## config.mk

```make
export PLATFORM = sky130hd
export DESIGN_NAME = rcsm_regs
export DESIGN_NICKNAME = d
export VERILOG_FILES = /design/src/common/rcsm_pkg.sv /design/src/hw/rcsm_crs_filter.sv /design/src/hw/rcsm_evt_counter.sv /design/src/hw/rcsm_regs.sv
export SDC_FILE = /design/constraint.sdc
export NUM_CORES = 1
export LEC_CHECK = 0
export BUFFER_PORTS_ARGS = -buffer_cell sky130_fd_sc_hd__buf_2
export CORE_MARGIN = 3
export CORE_UTILIZATION = 55
export DETAILED_ROUTE_END_ITERATION = 10
export GPL_TIMING_DRIVEN = 0
export HOLD_SLACK_MARGIN = 0.12
export PLACE_DENSITY = 0.77
export SYNTH_ARGS = -nofsm -noshare
export SYNTH_HDL_FRONTEND = slang
export SYNTH_SLANG_ARGS = --single-unit
```

## constraint.sdc

```tcl
create_clock -name clk -period 6.1 [get_ports clk]
set_input_delay 0.305 -clock clk [delete_from_list [all_inputs] [get_ports clk]]
set_output_delay 0.305 -clock clk [all_outputs]
set_load 0.01 [all_outputs]
```

## src/common/rcsm_pkg.sv

```systemverilog
// Constants and types for the receive control, statistics and memory bank
package rcsm_pkg;
	// ==============================================
	// Register offsets (byte offsets on the register port)
	localparam logic [3:0]  ADDR_RX_CTRL  = 4'h4;
	localparam logic [3:0]  ADDR_TX_EVT   = 4'h6;
	localparam logic [3:0]  ADDR_MEM_INFO = 4'h8;
	localparam logic [3:0]  ADDR_MEM_CFG  = 4'hA;

	// ==============================================
	// Receive control field positions
	localparam int          RC_SOFT_RST   = 15;
	localparam int          RC_CAR_FILT   = 14;
	localparam int          RC_CRC_RM     = 9;
	localparam int          RC_RX_ON      = 8;
	localparam int          RC_ALL_MCAST  = 2;
	localparam int          RC_PROMISC    = 1;
	localparam int          RC_ABORT      = 0;
	localparam logic [15:0] RC_RESET      = 16'h0000;

	// ==============================================
	// Event counter field positions (low bit of each nibble)
	localparam int          EC_SNGL_COL   = 0;
	localparam int          EC_MULT_COL   = 4;
	localparam int          EC_DEFER      = 8;
	localparam int          EC_EXC_DEFER  = 12;
	localparam logic [3:0]  EC_MAX        = 4'hF;

	// ==============================================
	// Memory information and configuration
	localparam logic [7:0]  MEM_TOTAL     = 8'h18;
	localparam logic [7:0]  MCR_UPPER     = 8'h33;
	localparam logic [2:0]  MCR_MULT_ONE  = 3'h1;
	localparam int          MCR_MULT_LSB  = 9;
	localparam logic [7:0]  MCR_RESV_RST  = 8'h00;

	// ==============================================
	// Timing
	localparam int          CLK_PERIOD_NS = 50;
	localparam int          BIT_TIME_NS   = 100;
	localparam int          CRS_FILT_BITS = 12;
	localparam int          CRS_FILT_CYC  =
		(CRS_FILT_BITS * BIT_TIME_NS + CLK_PERIOD_NS - 1) / CLK_PERIOD_NS;
	localparam logic [10:0] MAX_FRAME     = 11'h5FC;
	localparam logic [4:0]  COL_MAX       = 5'h10;

	// ==============================================
	// Receive frame states
	typedef enum logic [1:0] {
		S_IDLE = 2'b00,
		S_RECV = 2'b01,
		S_DROP = 2'b11
	} rcsm_rx_state_type;
endpackage

```

## src/hw/rcsm_crs_filter.sv

```systemverilog
// Carrier sense leading edge filter
`timescale 1ns/1ps
module rcsm_crs_filter (
	// Clock and reset
	input  wire logic clk,
	input  wire logic nrst,
	// Carrier and control
	input  wire logic crs,
	input  wire logic filt_en,
	// Qualified carrier
	output logic      crs_valid
);
	localparam logic [4:0] LAST = 5'(rcsm_pkg::CRS_FILT_CYC - 1);

	logic [4:0] cnt_r;

	// ==============================================
	// Hold-off counter
	always_ff @(posedge clk or negedge nrst) begin
		if (!nrst)
			cnt_r <= 5'h00;
		else if (!crs || crs_valid)
			cnt_r <= 5'h00;
		else
			cnt_r <= cnt_r + 5'h01;
	end

	// A short carrier glitch never opens a frame when filtering is on
	always_ff @(posedge clk or negedge nrst) begin
		if (!nrst)
			crs_valid <= 1'b0;
		else if (!crs)
			crs_valid <= 1'b0;
		else if (!filt_en || cnt_r == LAST)
			crs_valid <= 1'b1;
	end

	property p_filt_hold;
		@(posedge clk) disable iff (!nrst)
		$rose(crs_valid) && filt_en |-> $past(cnt_r) == LAST;
	endproperty
	a_filt_hold: assert property (p_filt_hold)
		else $error("carrier qualified before hold-off");

	property p_filt_off;
		@(posedge clk) disable iff (!nrst)
		crs && !filt_en |=> crs_valid;
	endproperty
	a_filt_off: assert property (p_filt_off)
		else $error("carrier not taken at once with filter off");
endmodule

```

## src/hw/rcsm_evt_counter.sv

```systemverilog
// Saturating per-packet event counter, cleared on read
`timescale 1ns/1ps
module rcsm_evt_counter (
	// Clock and reset
	input  wire logic       clk,
	input  wire logic       nrst,
	// Controls
	input  wire logic       clr,
	input  wire logic       pkt_done,
	input  wire logic       evt,
	// Count
	output logic [3:0]      count
);
	// ==============================================
	// Counter: an increment in the clearing cycle is kept as one
	always_ff @(posedge clk or negedge nrst) begin
		if (!nrst)
			count <= 4'h0;
		else if (pkt_done && evt) begin
			if (clr)
				count <= 4'h1;
			else if (count != rcsm_pkg::EC_MAX)
				count <= count + 4'h1;
		end else if (clr)
			count <= 4'h0;
	end

	property p_no_wrap;
		@(posedge clk) disable iff (!nrst)
		count == rcsm_pkg::EC_MAX && !clr |=> count == rcsm_pkg::EC_MAX;
	endproperty
	a_no_wrap: assert property (p_no_wrap)
		else $error("event counter wrapped");

	property p_one_step;
		@(posedge clk) disable iff (!nrst)
		!clr |=> count == $past(count) || count == $past(count) + 4'h1;
	endproperty
	a_one_step: assert property (p_one_step)
		else $error("event counter stepped by more than one");
endmodule

```

## src/hw/rcsm_regs.sv

```systemverilog
// Receive control, transmit statistics and memory registers
//
// Chosen here: the address-and-strobe port.
`timescale 1ns/1ps
module rcsm_regs (
	// Clock and reset
	input  wire logic        clk,
	input  wire logic        nrst,
	// Register port
	input  wire logic [3:0]  addr,
	input  wire logic [15:0] wdata,
	input  wire logic        wr,
	input  wire logic        rd,
	output logic      [15:0] rdata,
	// Receive side
	input  wire logic        crs,
	input  wire logic        rx_byte,
	input  wire logic        rx_da_mcast,
	input  wire logic        rx_mcast_hit,
	input  wire logic        rx_addr_hit,
	input  wire logic        rx_src_self,
	input  wire logic        full_duplex_mode,
	output logic             rx_active,
	output logic             rx_store,
	output logic             rx_discard,
	output logic             crc_removal,
	// Transmit statistics
	input  wire logic        tx_collision,
	input  wire logic        tx_defer,
	input  wire logic        tx_exc_defer,
	input  wire logic        tx_pkt_done,
	output logic             counter_rollover_flag,
	output logic             counter_irq,
	// Memory allocation
	input  wire logic        mmu_reset,
	input  wire logic        alloc_req,
	input  wire logic        alloc_rx,
	input  wire logic        page_release,
	output logic             alloc_grant,
	output logic             alloc_deny,
	// Chip-wide soft reset level
	output logic             soft_reset
);
	logic [15:0]                 rc_r;
	logic [7:0]                  resv_r;
	logic [7:0]                  free_r;
	logic [4:0]                  col_cnt_r;
	logic                        defer_seen_r;
	logic                        exc_seen_r;
	logic [3:0]                  cnt_sngl;
	logic [3:0]                  cnt_mult;
	logic [3:0]                  cnt_defer;
	logic [3:0]                  cnt_exc;
	logic                        ec_clr;
	logic                        evt_sngl;
	logic                        evt_mult;
	logic                        evt_defer;
	logic                        evt_exc;
	logic                        crs_valid;
	logic                        abort_set;
	logic                        frame_ok;
	logic                        rx_deny;
	logic [10:0]                 byte_cnt_r;
	rcsm_pkg::rcsm_rx_state_type state_r;
	rcsm_pkg::rcsm_rx_state_type state_nxt;

	function automatic logic hit(input logic [3:0] a, input logic [3:0] off);
		hit = (a == off);
	endfunction

	// ==============================================
	// Receive control register
	assign soft_reset  = rc_r[rcsm_pkg::RC_SOFT_RST];
	assign crc_removal = rc_r[rcsm_pkg::RC_CRC_RM];
	assign ec_clr      = rd && hit(addr, rcsm_pkg::ADDR_TX_EVT);

	// Writable bits only; the abort flag is hardware set, software cleared
	// Station address, base and configuration registers live outside this
	// bank, so a soft reset cannot disturb them, and nothing here asks for
	// a setup reload from the serial memory.
	always_ff @(posedge clk or negedge nrst) begin
		if (!nrst)
			rc_r <= rcsm_pkg::RC_RESET;
		else begin
			if (wr && hit(addr, rcsm_pkg::ADDR_RX_CTRL)) begin
				if (wdata[rcsm_pkg::RC_SOFT_RST])
					rc_r <= rcsm_pkg::RC_RESET | 16'h8000;
				else begin
					rc_r[rcsm_pkg::RC_SOFT_RST]  <= 1'b0;
					rc_r[rcsm_pkg::RC_CAR_FILT]  <= wdata[rcsm_pkg::RC_CAR_FILT];
					rc_r[rcsm_pkg::RC_CRC_RM]    <= wdata[rcsm_pkg::RC_CRC_RM];
					rc_r[rcsm_pkg::RC_RX_ON]     <= wdata[rcsm_pkg::RC_RX_ON];
					rc_r[rcsm_pkg::RC_ALL_MCAST] <= wdata[rcsm_pkg::RC_ALL_MCAST];
					rc_r[rcsm_pkg::RC_PROMISC]   <= wdata[rcsm_pkg::RC_PROMISC];
					rc_r[rcsm_pkg::RC_ABORT] <= rc_r[rcsm_pkg::RC_ABORT] &&
						wdata[rcsm_pkg::RC_ABORT];
				end
			end
			if (abort_set && !soft_reset)
				rc_r[rcsm_pkg::RC_ABORT] <= 1'b1;
		end
	end

	// ==============================================
	// Carrier qualification
	rcsm_crs_filter u_filt (
		.clk       (clk),
		.nrst      (nrst),
		.crs       (crs),
		.filt_en   (rc_r[rcsm_pkg::RC_CAR_FILT]),
		.crs_valid (crs_valid)
	);

	// ==============================================
	// Receive frame tracking
	always_comb begin
		state_nxt = state_r;
		case (state_r)
			rcsm_pkg::S_IDLE:
				if (crs_valid && rc_r[rcsm_pkg::RC_RX_ON] && !soft_reset)
					state_nxt = rcsm_pkg::S_RECV;
			rcsm_pkg::S_RECV:
				if (!crs_valid)
					state_nxt = rcsm_pkg::S_IDLE;
				else if (abort_set)
					state_nxt = rcsm_pkg::S_DROP;
			rcsm_pkg::S_DROP:
				if (!crs_valid)
					state_nxt = rcsm_pkg::S_IDLE;
			default:
				state_nxt = rcsm_pkg::S_IDLE;
		endcase
	end

	always_ff @(posedge clk or negedge nrst) begin
		if (!nrst)
			state_r <= rcsm_pkg::S_IDLE;
		else
			state_r <= state_nxt;
	end

	assign abort_set = state_r == rcsm_pkg::S_RECV && rx_byte &&
		byte_cnt_r == rcsm_pkg::MAX_FRAME;

	always_ff @(posedge clk or negedge nrst) begin
		if (!nrst)
			byte_cnt_r <= 11'h000;
		else if (state_r != rcsm_pkg::S_RECV)
			byte_cnt_r <= 11'h000;
		else if (rx_byte && byte_cnt_r != rcsm_pkg::MAX_FRAME)
			byte_cnt_r <= byte_cnt_r + 11'h001;
	end

	// Address filter; own frames are rejected outside full duplex mode, even when promiscuous
	always_comb begin
		if (rc_r[rcsm_pkg::RC_PROMISC])
			frame_ok = 1'b1;
		else if (rx_da_mcast)
			frame_ok = rc_r[rcsm_pkg::RC_ALL_MCAST] || rx_mcast_hit;
		else
			frame_ok = rx_addr_hit;
		if (rx_src_self && !full_duplex_mode)
			frame_ok = 1'b0;
	end

	assign rx_active = state_r == rcsm_pkg::S_RECV;

	always_ff @(posedge clk or negedge nrst) begin
		if (!nrst) begin
			rx_store   <= 1'b0;
			rx_discard <= 1'b0;
		end else begin
			rx_store   <= rx_active && !crs_valid && frame_ok;
			rx_discard <= abort_set || (rx_active && !crs_valid && !frame_ok);
		end
	end

	// ==============================================
	// Transmit event capture, one packet at a time
	always_ff @(posedge clk or negedge nrst) begin
		if (!nrst) begin
			col_cnt_r    <= 5'h00;
			defer_seen_r <= 1'b0;
			exc_seen_r   <= 1'b0;
		end else if (tx_pkt_done || soft_reset) begin
			col_cnt_r    <= 5'h00;
			defer_seen_r <= 1'b0;
			exc_seen_r   <= 1'b0;
		end else begin
			if (tx_collision && col_cnt_r != rcsm_pkg::COL_MAX)
				col_cnt_r <= col_cnt_r + 5'h01;
			if (tx_defer)
				defer_seen_r <= 1'b1;
			if (tx_exc_defer)
				exc_seen_r <= 1'b1;
		end
	end

	// Events landing in the done cycle still belong to that packet
	assign evt_sngl  = col_cnt_r + {4'h0, tx_collision} == 5'h01;
	assign evt_mult  = col_cnt_r + {4'h0, tx_collision} >= 5'h02;
	assign evt_defer = defer_seen_r || tx_defer;
	assign evt_exc   = exc_seen_r || tx_exc_defer;

	rcsm_evt_counter u_sngl (
		.clk      (clk),
		.nrst     (nrst),
		.clr      (ec_clr || soft_reset),
		.pkt_done (tx_pkt_done),
		.evt      (evt_sngl),
		.count    (cnt_sngl)
	);
	rcsm_evt_counter u_mult (
		.clk      (clk),
		.nrst     (nrst),
		.clr      (ec_clr || soft_reset),
		.pkt_done (tx_pkt_done),
		.evt      (evt_mult),
		.count    (cnt_mult)
	);
	rcsm_evt_counter u_defer (
		.clk      (clk),
		.nrst     (nrst),
		.clr      (ec_clr || soft_reset),
		.pkt_done (tx_pkt_done),
		.evt      (evt_defer),
		.count    (cnt_defer)
	);
	rcsm_evt_counter u_exc (
		.clk      (clk),
		.nrst     (nrst),
		.clr      (ec_clr || soft_reset),
		.pkt_done (tx_pkt_done),
		.evt      (evt_exc),
		.count    (cnt_exc)
	);

	function automatic logic to_full(input logic e, input logic [3:0] c);
		to_full = e && c == rcsm_pkg::EC_MAX - 4'h1;
	endfunction

	// Only a counter that really steps to full sets the flag; a read in
	// that cycle restarts the counter at one, so it never reaches full then
	always_ff @(posedge clk or negedge nrst) begin
		if (!nrst)
			counter_rollover_flag <= 1'b0;
		else if (ec_clr || soft_reset)
			counter_rollover_flag <= 1'b0;
		else if (tx_pkt_done && (to_full(evt_sngl, cnt_sngl) ||
			to_full(evt_mult, cnt_mult) || to_full(evt_defer, cnt_defer) ||
			to_full(evt_exc, cnt_exc)))
			counter_rollover_flag <= 1'b1;
	end
	assign counter_irq = counter_rollover_flag;

	// ==============================================
	// Memory reservation and free page count
	always_ff @(posedge clk or negedge nrst) begin
		if (!nrst)
			resv_r <= rcsm_pkg::MCR_RESV_RST;
		else if (soft_reset)
			resv_r <= rcsm_pkg::MCR_RESV_RST;
		else if (wr && hit(addr, rcsm_pkg::ADDR_MEM_CFG))
			resv_r <= wdata[7:0];
	end

	// Zero reservation leaves the sharing fully dynamic
	assign rx_deny = alloc_rx && resv_r != 8'h00 && free_r <= resv_r;

	always_ff @(posedge clk or negedge nrst) begin
		if (!nrst) begin
			alloc_grant <= 1'b0;
			alloc_deny  <= 1'b0;
		end else begin
			alloc_grant <= alloc_req && !mmu_reset && free_r != 8'h00 && !rx_deny;
			alloc_deny  <= alloc_req && (mmu_reset || free_r == 8'h00 || rx_deny);
		end
	end

	// Release and grant together leave the count unchanged
	always_ff @(posedge clk or negedge nrst) begin
		if (!nrst)
			free_r <= rcsm_pkg::MEM_TOTAL;
		else if (mmu_reset)
			free_r <= rcsm_pkg::MEM_TOTAL;
		else if (alloc_req && free_r != 8'h00 && !rx_deny) begin
			if (!page_release)
				free_r <= free_r - 8'h01;
		end else if (page_release && free_r != rcsm_pkg::MEM_TOTAL)
			free_r <= free_r + 8'h01;
	end

	// ==============================================
	// Read data, one cycle after the strobe; unmapped reads zero
	always_ff @(posedge clk or negedge nrst) begin
		if (!nrst)
			rdata <= 16'h0000;
		else if (!rd)
			rdata <= 16'h0000;
		else if (hit(addr, rcsm_pkg::ADDR_RX_CTRL))
			rdata <= rc_r;
		else if (hit(addr, rcsm_pkg::ADDR_TX_EVT))
			rdata <= {cnt_exc, cnt_defer, cnt_mult, cnt_sngl};
		else if (hit(addr, rcsm_pkg::ADDR_MEM_INFO))
			rdata <= {free_r, rcsm_pkg::MEM_TOTAL};
		else if (hit(addr, rcsm_pkg::ADDR_MEM_CFG))
			rdata <= {rcsm_pkg::MCR_UPPER, resv_r};
		else
			rdata <= 16'h0000;
	end

	// ==============================================
	// Checks
	property p_soft_hold;
		@(posedge clk) disable iff (!nrst)
		soft_reset && !(wr && hit(addr, rcsm_pkg::ADDR_RX_CTRL)) |=> soft_reset;
	endproperty
	a_soft_hold: assert property (p_soft_hold)
		else $error("soft reset released without write");

	property p_soft_dflt;
		@(posedge clk) disable iff (!nrst)
		soft_reset && !(wr && hit(addr, rcsm_pkg::ADDR_RX_CTRL))
			|=> resv_r == 8'h00 && !rc_r[rcsm_pkg::RC_RX_ON];
	endproperty
	a_soft_dflt: assert property (p_soft_dflt)
		else $error("configuration not defaulted in soft reset");

	property p_rx_off;
		@(posedge clk) disable iff (!nrst)
		state_r == rcsm_pkg::S_IDLE && !rc_r[rcsm_pkg::RC_RX_ON]
			|=> state_r == rcsm_pkg::S_IDLE;
	endproperty
	a_rx_off: assert property (p_rx_off)
		else $error("frame started with receiver off");

	property p_abort;
		@(posedge clk) disable iff (!nrst)
		abort_set && !soft_reset |=> rc_r[rcsm_pkg::RC_ABORT] &&
			state_r == rcsm_pkg::S_DROP ##1 !rx_store [*2];
	endproperty
	a_abort: assert property (p_abort)
		else $error("oversize frame not aborted");

	property p_abort_clr;
		@(posedge clk) disable iff (!nrst)
		wr && hit(addr, rcsm_pkg::ADDR_RX_CTRL) &&
			!wdata[rcsm_pkg::RC_ABORT] && !abort_set
			|=> !rc_r[rcsm_pkg::RC_ABORT];
	endproperty
	a_abort_clr: assert property (p_abort_clr)
		else $error("abort flag not cleared by write");

	property p_own;
		@(posedge clk) disable iff (!nrst)
		rx_active && !crs_valid && rx_src_self && !full_duplex_mode
			|=> !rx_store;
	endproperty
	a_own: assert property (p_own)
		else $error("own frame stored without full duplex");

	property p_ec_clr;
		@(posedge clk) disable iff (!nrst)
		ec_clr && !tx_pkt_done |=> {cnt_exc, cnt_defer, cnt_mult, cnt_sngl}
			== 16'h0000 && !counter_rollover_flag;
	endproperty
	a_ec_clr: assert property (p_ec_clr)
		else $error("counters not cleared by read");

	property p_roll;
		@(posedge clk) disable iff (!nrst)
		$rose(cnt_sngl == 4'hF || cnt_mult == 4'hF) |-> counter_irq;
	endproperty
	a_roll: assert property (p_roll)
		else $error("rollover flag missing at full count");

	property p_deny;
		@(posedge clk) disable iff (!nrst)
		alloc_req && alloc_rx && resv_r != 8'h00 && free_r <= resv_r
			|=> alloc_deny && !alloc_grant;
	endproperty
	a_deny: assert property (p_deny)
		else $error("receive allocation into reservation");

	property p_mmu_rst;
		@(posedge clk) disable iff (!nrst)
		mmu_reset && !soft_reset && !(wr && hit(addr, rcsm_pkg::ADDR_MEM_CFG))
			|=> free_r == rcsm_pkg::MEM_TOTAL && resv_r == $past(resv_r);
	endproperty
	a_mmu_rst: assert property (p_mmu_rst)
		else $error("free count wrong after memory unit reset");

	property p_mcr_ro;
		@(posedge clk) disable iff (!nrst)
		rd && hit(addr, rcsm_pkg::ADDR_MEM_CFG) |=> rdata[11:9] == 3'h1;
	endproperty
	a_mcr_ro: assert property (p_mcr_ro)
		else $error("multiplier field wrong");

	property p_mem_total;
		@(posedge clk) disable iff (!nrst)
		rd && hit(addr, rcsm_pkg::ADDR_MEM_INFO)
			|=> rdata[7:0] == rcsm_pkg::MEM_TOTAL;
	endproperty
	a_mem_total: assert property (p_mem_total)
		else $error("total memory size wrong");

	c_store: cover property (@(posedge clk) disable iff (!nrst) rx_store);
	c_abort: cover property (@(posedge clk) disable iff (!nrst) abort_set);
	c_roll:  cover property (@(posedge clk) disable iff (!nrst) counter_irq);
	c_deny:  cover property (@(posedge clk) disable iff (!nrst) alloc_deny);
endmodule

```

==> flow_metrics.tcl <==
set metrics [dict create \
    syn_nets 585 \
    synthDistinctLibCells 66 \
    die_area_um2 9873 \
    avgSynthCellArea_um2 9.292 \
    ir_drop_mv 0.1719 \
    finalSetupViolations 0 \
    grt_pass1_vias 3855 \
    ant_nets 0 \
    worstReg2RegStart "free_r[0]" \
    worst_setup_path_start_kind "flip-flop" \
    grt_max_degree 72 \
    cts_max_level 3 \
    final_nets 655 \
    yosysWarnings 0 \
    wl_per_cell_um 15.55 \
    viasPerCell 5.751 \
    cts_buffer_depth 2 \
    hold_viol 0 \
    synth_edf_count 0 \
    critPathKind "reg -> reg" \
    status "complete, no violations" \
    crit_path_frequent_cell "nor2_1" \
    syn_inst 516 \
    place_hpwl_um 8236 \
    coreArea_um2 8341 \
    clk_pin_slew_worst_paths_ns 0.09 \
    fin_ws_ns 2.112 \
    clk_latency_ns 0.36 \
    tightest_slew_ns 0.8348 \
    path_cells "inv_1 -> ha_1 -> nand4_1 -> nor2_1 -> nor2_1 -> a221oi_1 -> nor2_1 -> ha_1 -> o21ai_0 -> inv_1 -> a2111o_1 -> nand2_1 -> nor4b_1 -> or4b_1" \
    synth_top_cell_area_share 0.4384 \
    slowest_stage "or4b_1" \
    cts_tree "done" \
    crit_start "free_r[0]" \
    cp_max_fo 7 \
    power.total_mw 1.629 \
    post-place-ws_ns 2.156 \
    row_count 33 \
    port_buffers 57 \
    ctsResizeCount 0 \
    fmax_mhz 250.8 \
    finClkSkew_ns 0.008911 \
    wl_um 10820 \
    slew_headroom 0.4364 \
    grt_use_total 0.2324 \
    via_count 4003 \
    fin_util 0.6517 \
    start_util 0.5749 \
    gp_congestion 0.8747 \
    min_period_ns 3.988 \
    holdPathStages 3 \
    ys.flop_type "dfrtp_1" \
    finalSetupTns_ns 0 \
    p_leak_nw 2.572 \
    synth_area_um2 4795 \
    die_height_um 99.37 \
    period_share 0.6538 \
    grt_pass1_wl_um 18430 \
    drc_errors 0 \
    hold_path.startpoint "crs" \
    firstDrtPassIters 5 \
    rsz0062_at_grt "false" \
    p_per_area_nw_per_um2 299.7 \
    slew_viol_final 0 \
    crit_required_ns 6.33 \
    antenna_cells 0 \
    ys_seq_area_frac 0.4494 \
    io_pins 64 \
    cts_sinks 86 \
    overflow 0 \
    hold_class "in -> reg" \
    ys_ff_latch 86 \
    syn2layout_area_growth_pct 13.36 \
    crit_path_end_kind "flip-flop" \
    synth_area_leaders "dfrtp_1, ha_1, nor2_1, nand3_1, o21ai_0" \
    numCtsBuffers 9 \
    die_x_um 99.37 \
    layout-drive-gt1-share 0.1641 \
    root_buffer "clkbuf_8" \
    yosysTopAreaCell "dfrtp_1" \
    synthArstFlopShare 1.000 \
    arrival_ns 4.22 \
    drt_iter0_drc 176 \
    drv_cap 0 \
    worstRegToRegCells 14 \
    grt_antenna_before_repair 0 \
    slowest_delay_ns 0.55 \
]
==> critical path: cells and delay by family (launching register included) <==
| family | cells | cell delay [ns] |
|---|---|---|
| compound gates | 3 | 1.11 |
| simple gates | 7 | 1.40 |
| fa+ha+maj | 2 | 0.68 |
| buf+inv | 2 | 0.19 |
| flops | 1 | 0.47 |
==> final timing paths <==
path | end | slack (ns)
worst max-delay path | free_r[7] | 2.11
worst min-delay path | u_filt.crs_valid | 0.18
worst max register to register | free_r[7] | 2.11
worst min register to register | u_filt.cnt_r[0] | 0.46
max in group asynchronous | rc_r[1] | 5.11
min in group asynchronous | alloc_grant | 0.36
==> cells in the mapped netlist, drive strengths merged, types with 3 or more instances <==
cell,n
or3,4
nand4,12
nor3,6
a31o,4
nand2b,9
buf,3
nor2b,5
a21oi,30
mux2i,13
mux2,5
nor3b,4
a211oi,6
xnor2,9
xor2,15
inv,28
o21ai,33
or4,4
nor2,84
a31oi,6
a22oi,5
and2,3
ha,29
dfrtp,84
clkbuf,11
nand2,27
nand3,36
==> placed cells by master, fill, tap and decap left out, types with 3 or more instances in the layout <==
| master | instances |
|---|---|
| clkbuf_1 | 11 |
| buf_2 | 56 |
| a31oi_1 | 6 |
| nand2b_1 | 9 |
| a21oi_1 | 30 |
| or3_1 | 4 |
| a211oi_1 | 5 |
| nor3_1 | 6 |
| dfrtp_1 | 84 |
| ha_1 | 29 |
| clkbuf_8 | 10 |
| nor2b_1 | 5 |
| nand2_1 | 27 |
| nor3b_1 | 4 |
| nor2_1 | 83 |
| xnor2_1 | 9 |
| nand3_1 | 36 |
| mux2_2 | 5 |
| inv_1 | 28 |
| nand4_1 | 12 |
| mux2i_1 | 13 |
| o21ai_0 | 31 |
| a31o_2 | 4 |
| and2_1 | 3 |
| xor2_1 | 15 |
| a22oi_1 | 5 |
==> final cells by class <==
cell class / count / area (um^2)
clock buffers: 10 / 137.6
repair buffers: 59 / 325.3
well taps: 105 / 131.4
flip-flops and latches: 86 / 2155
clock inverters: 6 / 46.29
fillers: 691 / 2905
multi-input cells: 386 / 2457
inverters: 29 / 108.9
plain buffers: 15 / 73.82
==> logic make-up after synthesis <==
kind of cell / count (synthesis) / share of synthesized area
AO/OA/AOI/OAI: 105 / 0.1378
flip-flops: 86 / 0.4494
buffers and inverters: 44 / 0.03810
XOR/XNOR: 24 / 0.04384
adder cells (fa/ha/maj): 30 / 0.07985
multiplexers: 18 / 0.03888
AND/OR/NAND/NOR: 209 / 0.2122
==> flip-flops by register name, indices dropped and copies added, names as in the netlist, 2 cells and up <==
| name | flops |
|---|---|
| resv_r | 8 |
| u_mult.count | 4 |
| rc_r | 7 |
| free_r | 8 |
| u_filt.cnt_r | 5 |
| col_cnt_r | 5 |
| state_r | 2 |
| rdata | 16 |
| u_defer.count | 4 |
| u_sngl.count | 4 |
| byte_cnt_r | 11 |
| u_exc.count | 4 |
==> where the power goes <==
part | total (mW) | switching, mW | internal (mW)
Sequential | 0.733 | 0.0970 | 0.636
Clock | 0.378 | 0.216 | 0.162
Combinational | 0.518 | 0.288 | 0.230
Total | 1.63 | 0.600 | 1.03
==> per-layer routing <==
layer  share of wire  wire (um)  vias up  global-route usage
li1                -          -     1963                   -
met1            0.45       4883     1914              0.3303
met2            0.47       5135      110              0.3631
met3           0.055        594       16             0.03857
met4           0.019        206        0             0.08088
met5               0          0        -                   0
==> repair_timing <==
action	in CTS	in global routing
hold buffers	1	0
hold endpoints to repair	15	0
buffers inserted	0	0
==> through the flow <==
step | area (um^2) | hold slack [ns] | cells
6_report | 5435 | 0.1815 | 696
5_1_grt | 5435 | 0.1794 | 696
4_1_cts | 5435 | 0.1651 | 696
3_5_place_dp | 5241 | 0.1964 | 679
3_3_place_gp | 5211 | 0.4465 | 678
2_1_floorplan | 4795 | 0.009409 | 516
No activity file was read; power rests on OpenSTA's default activity.
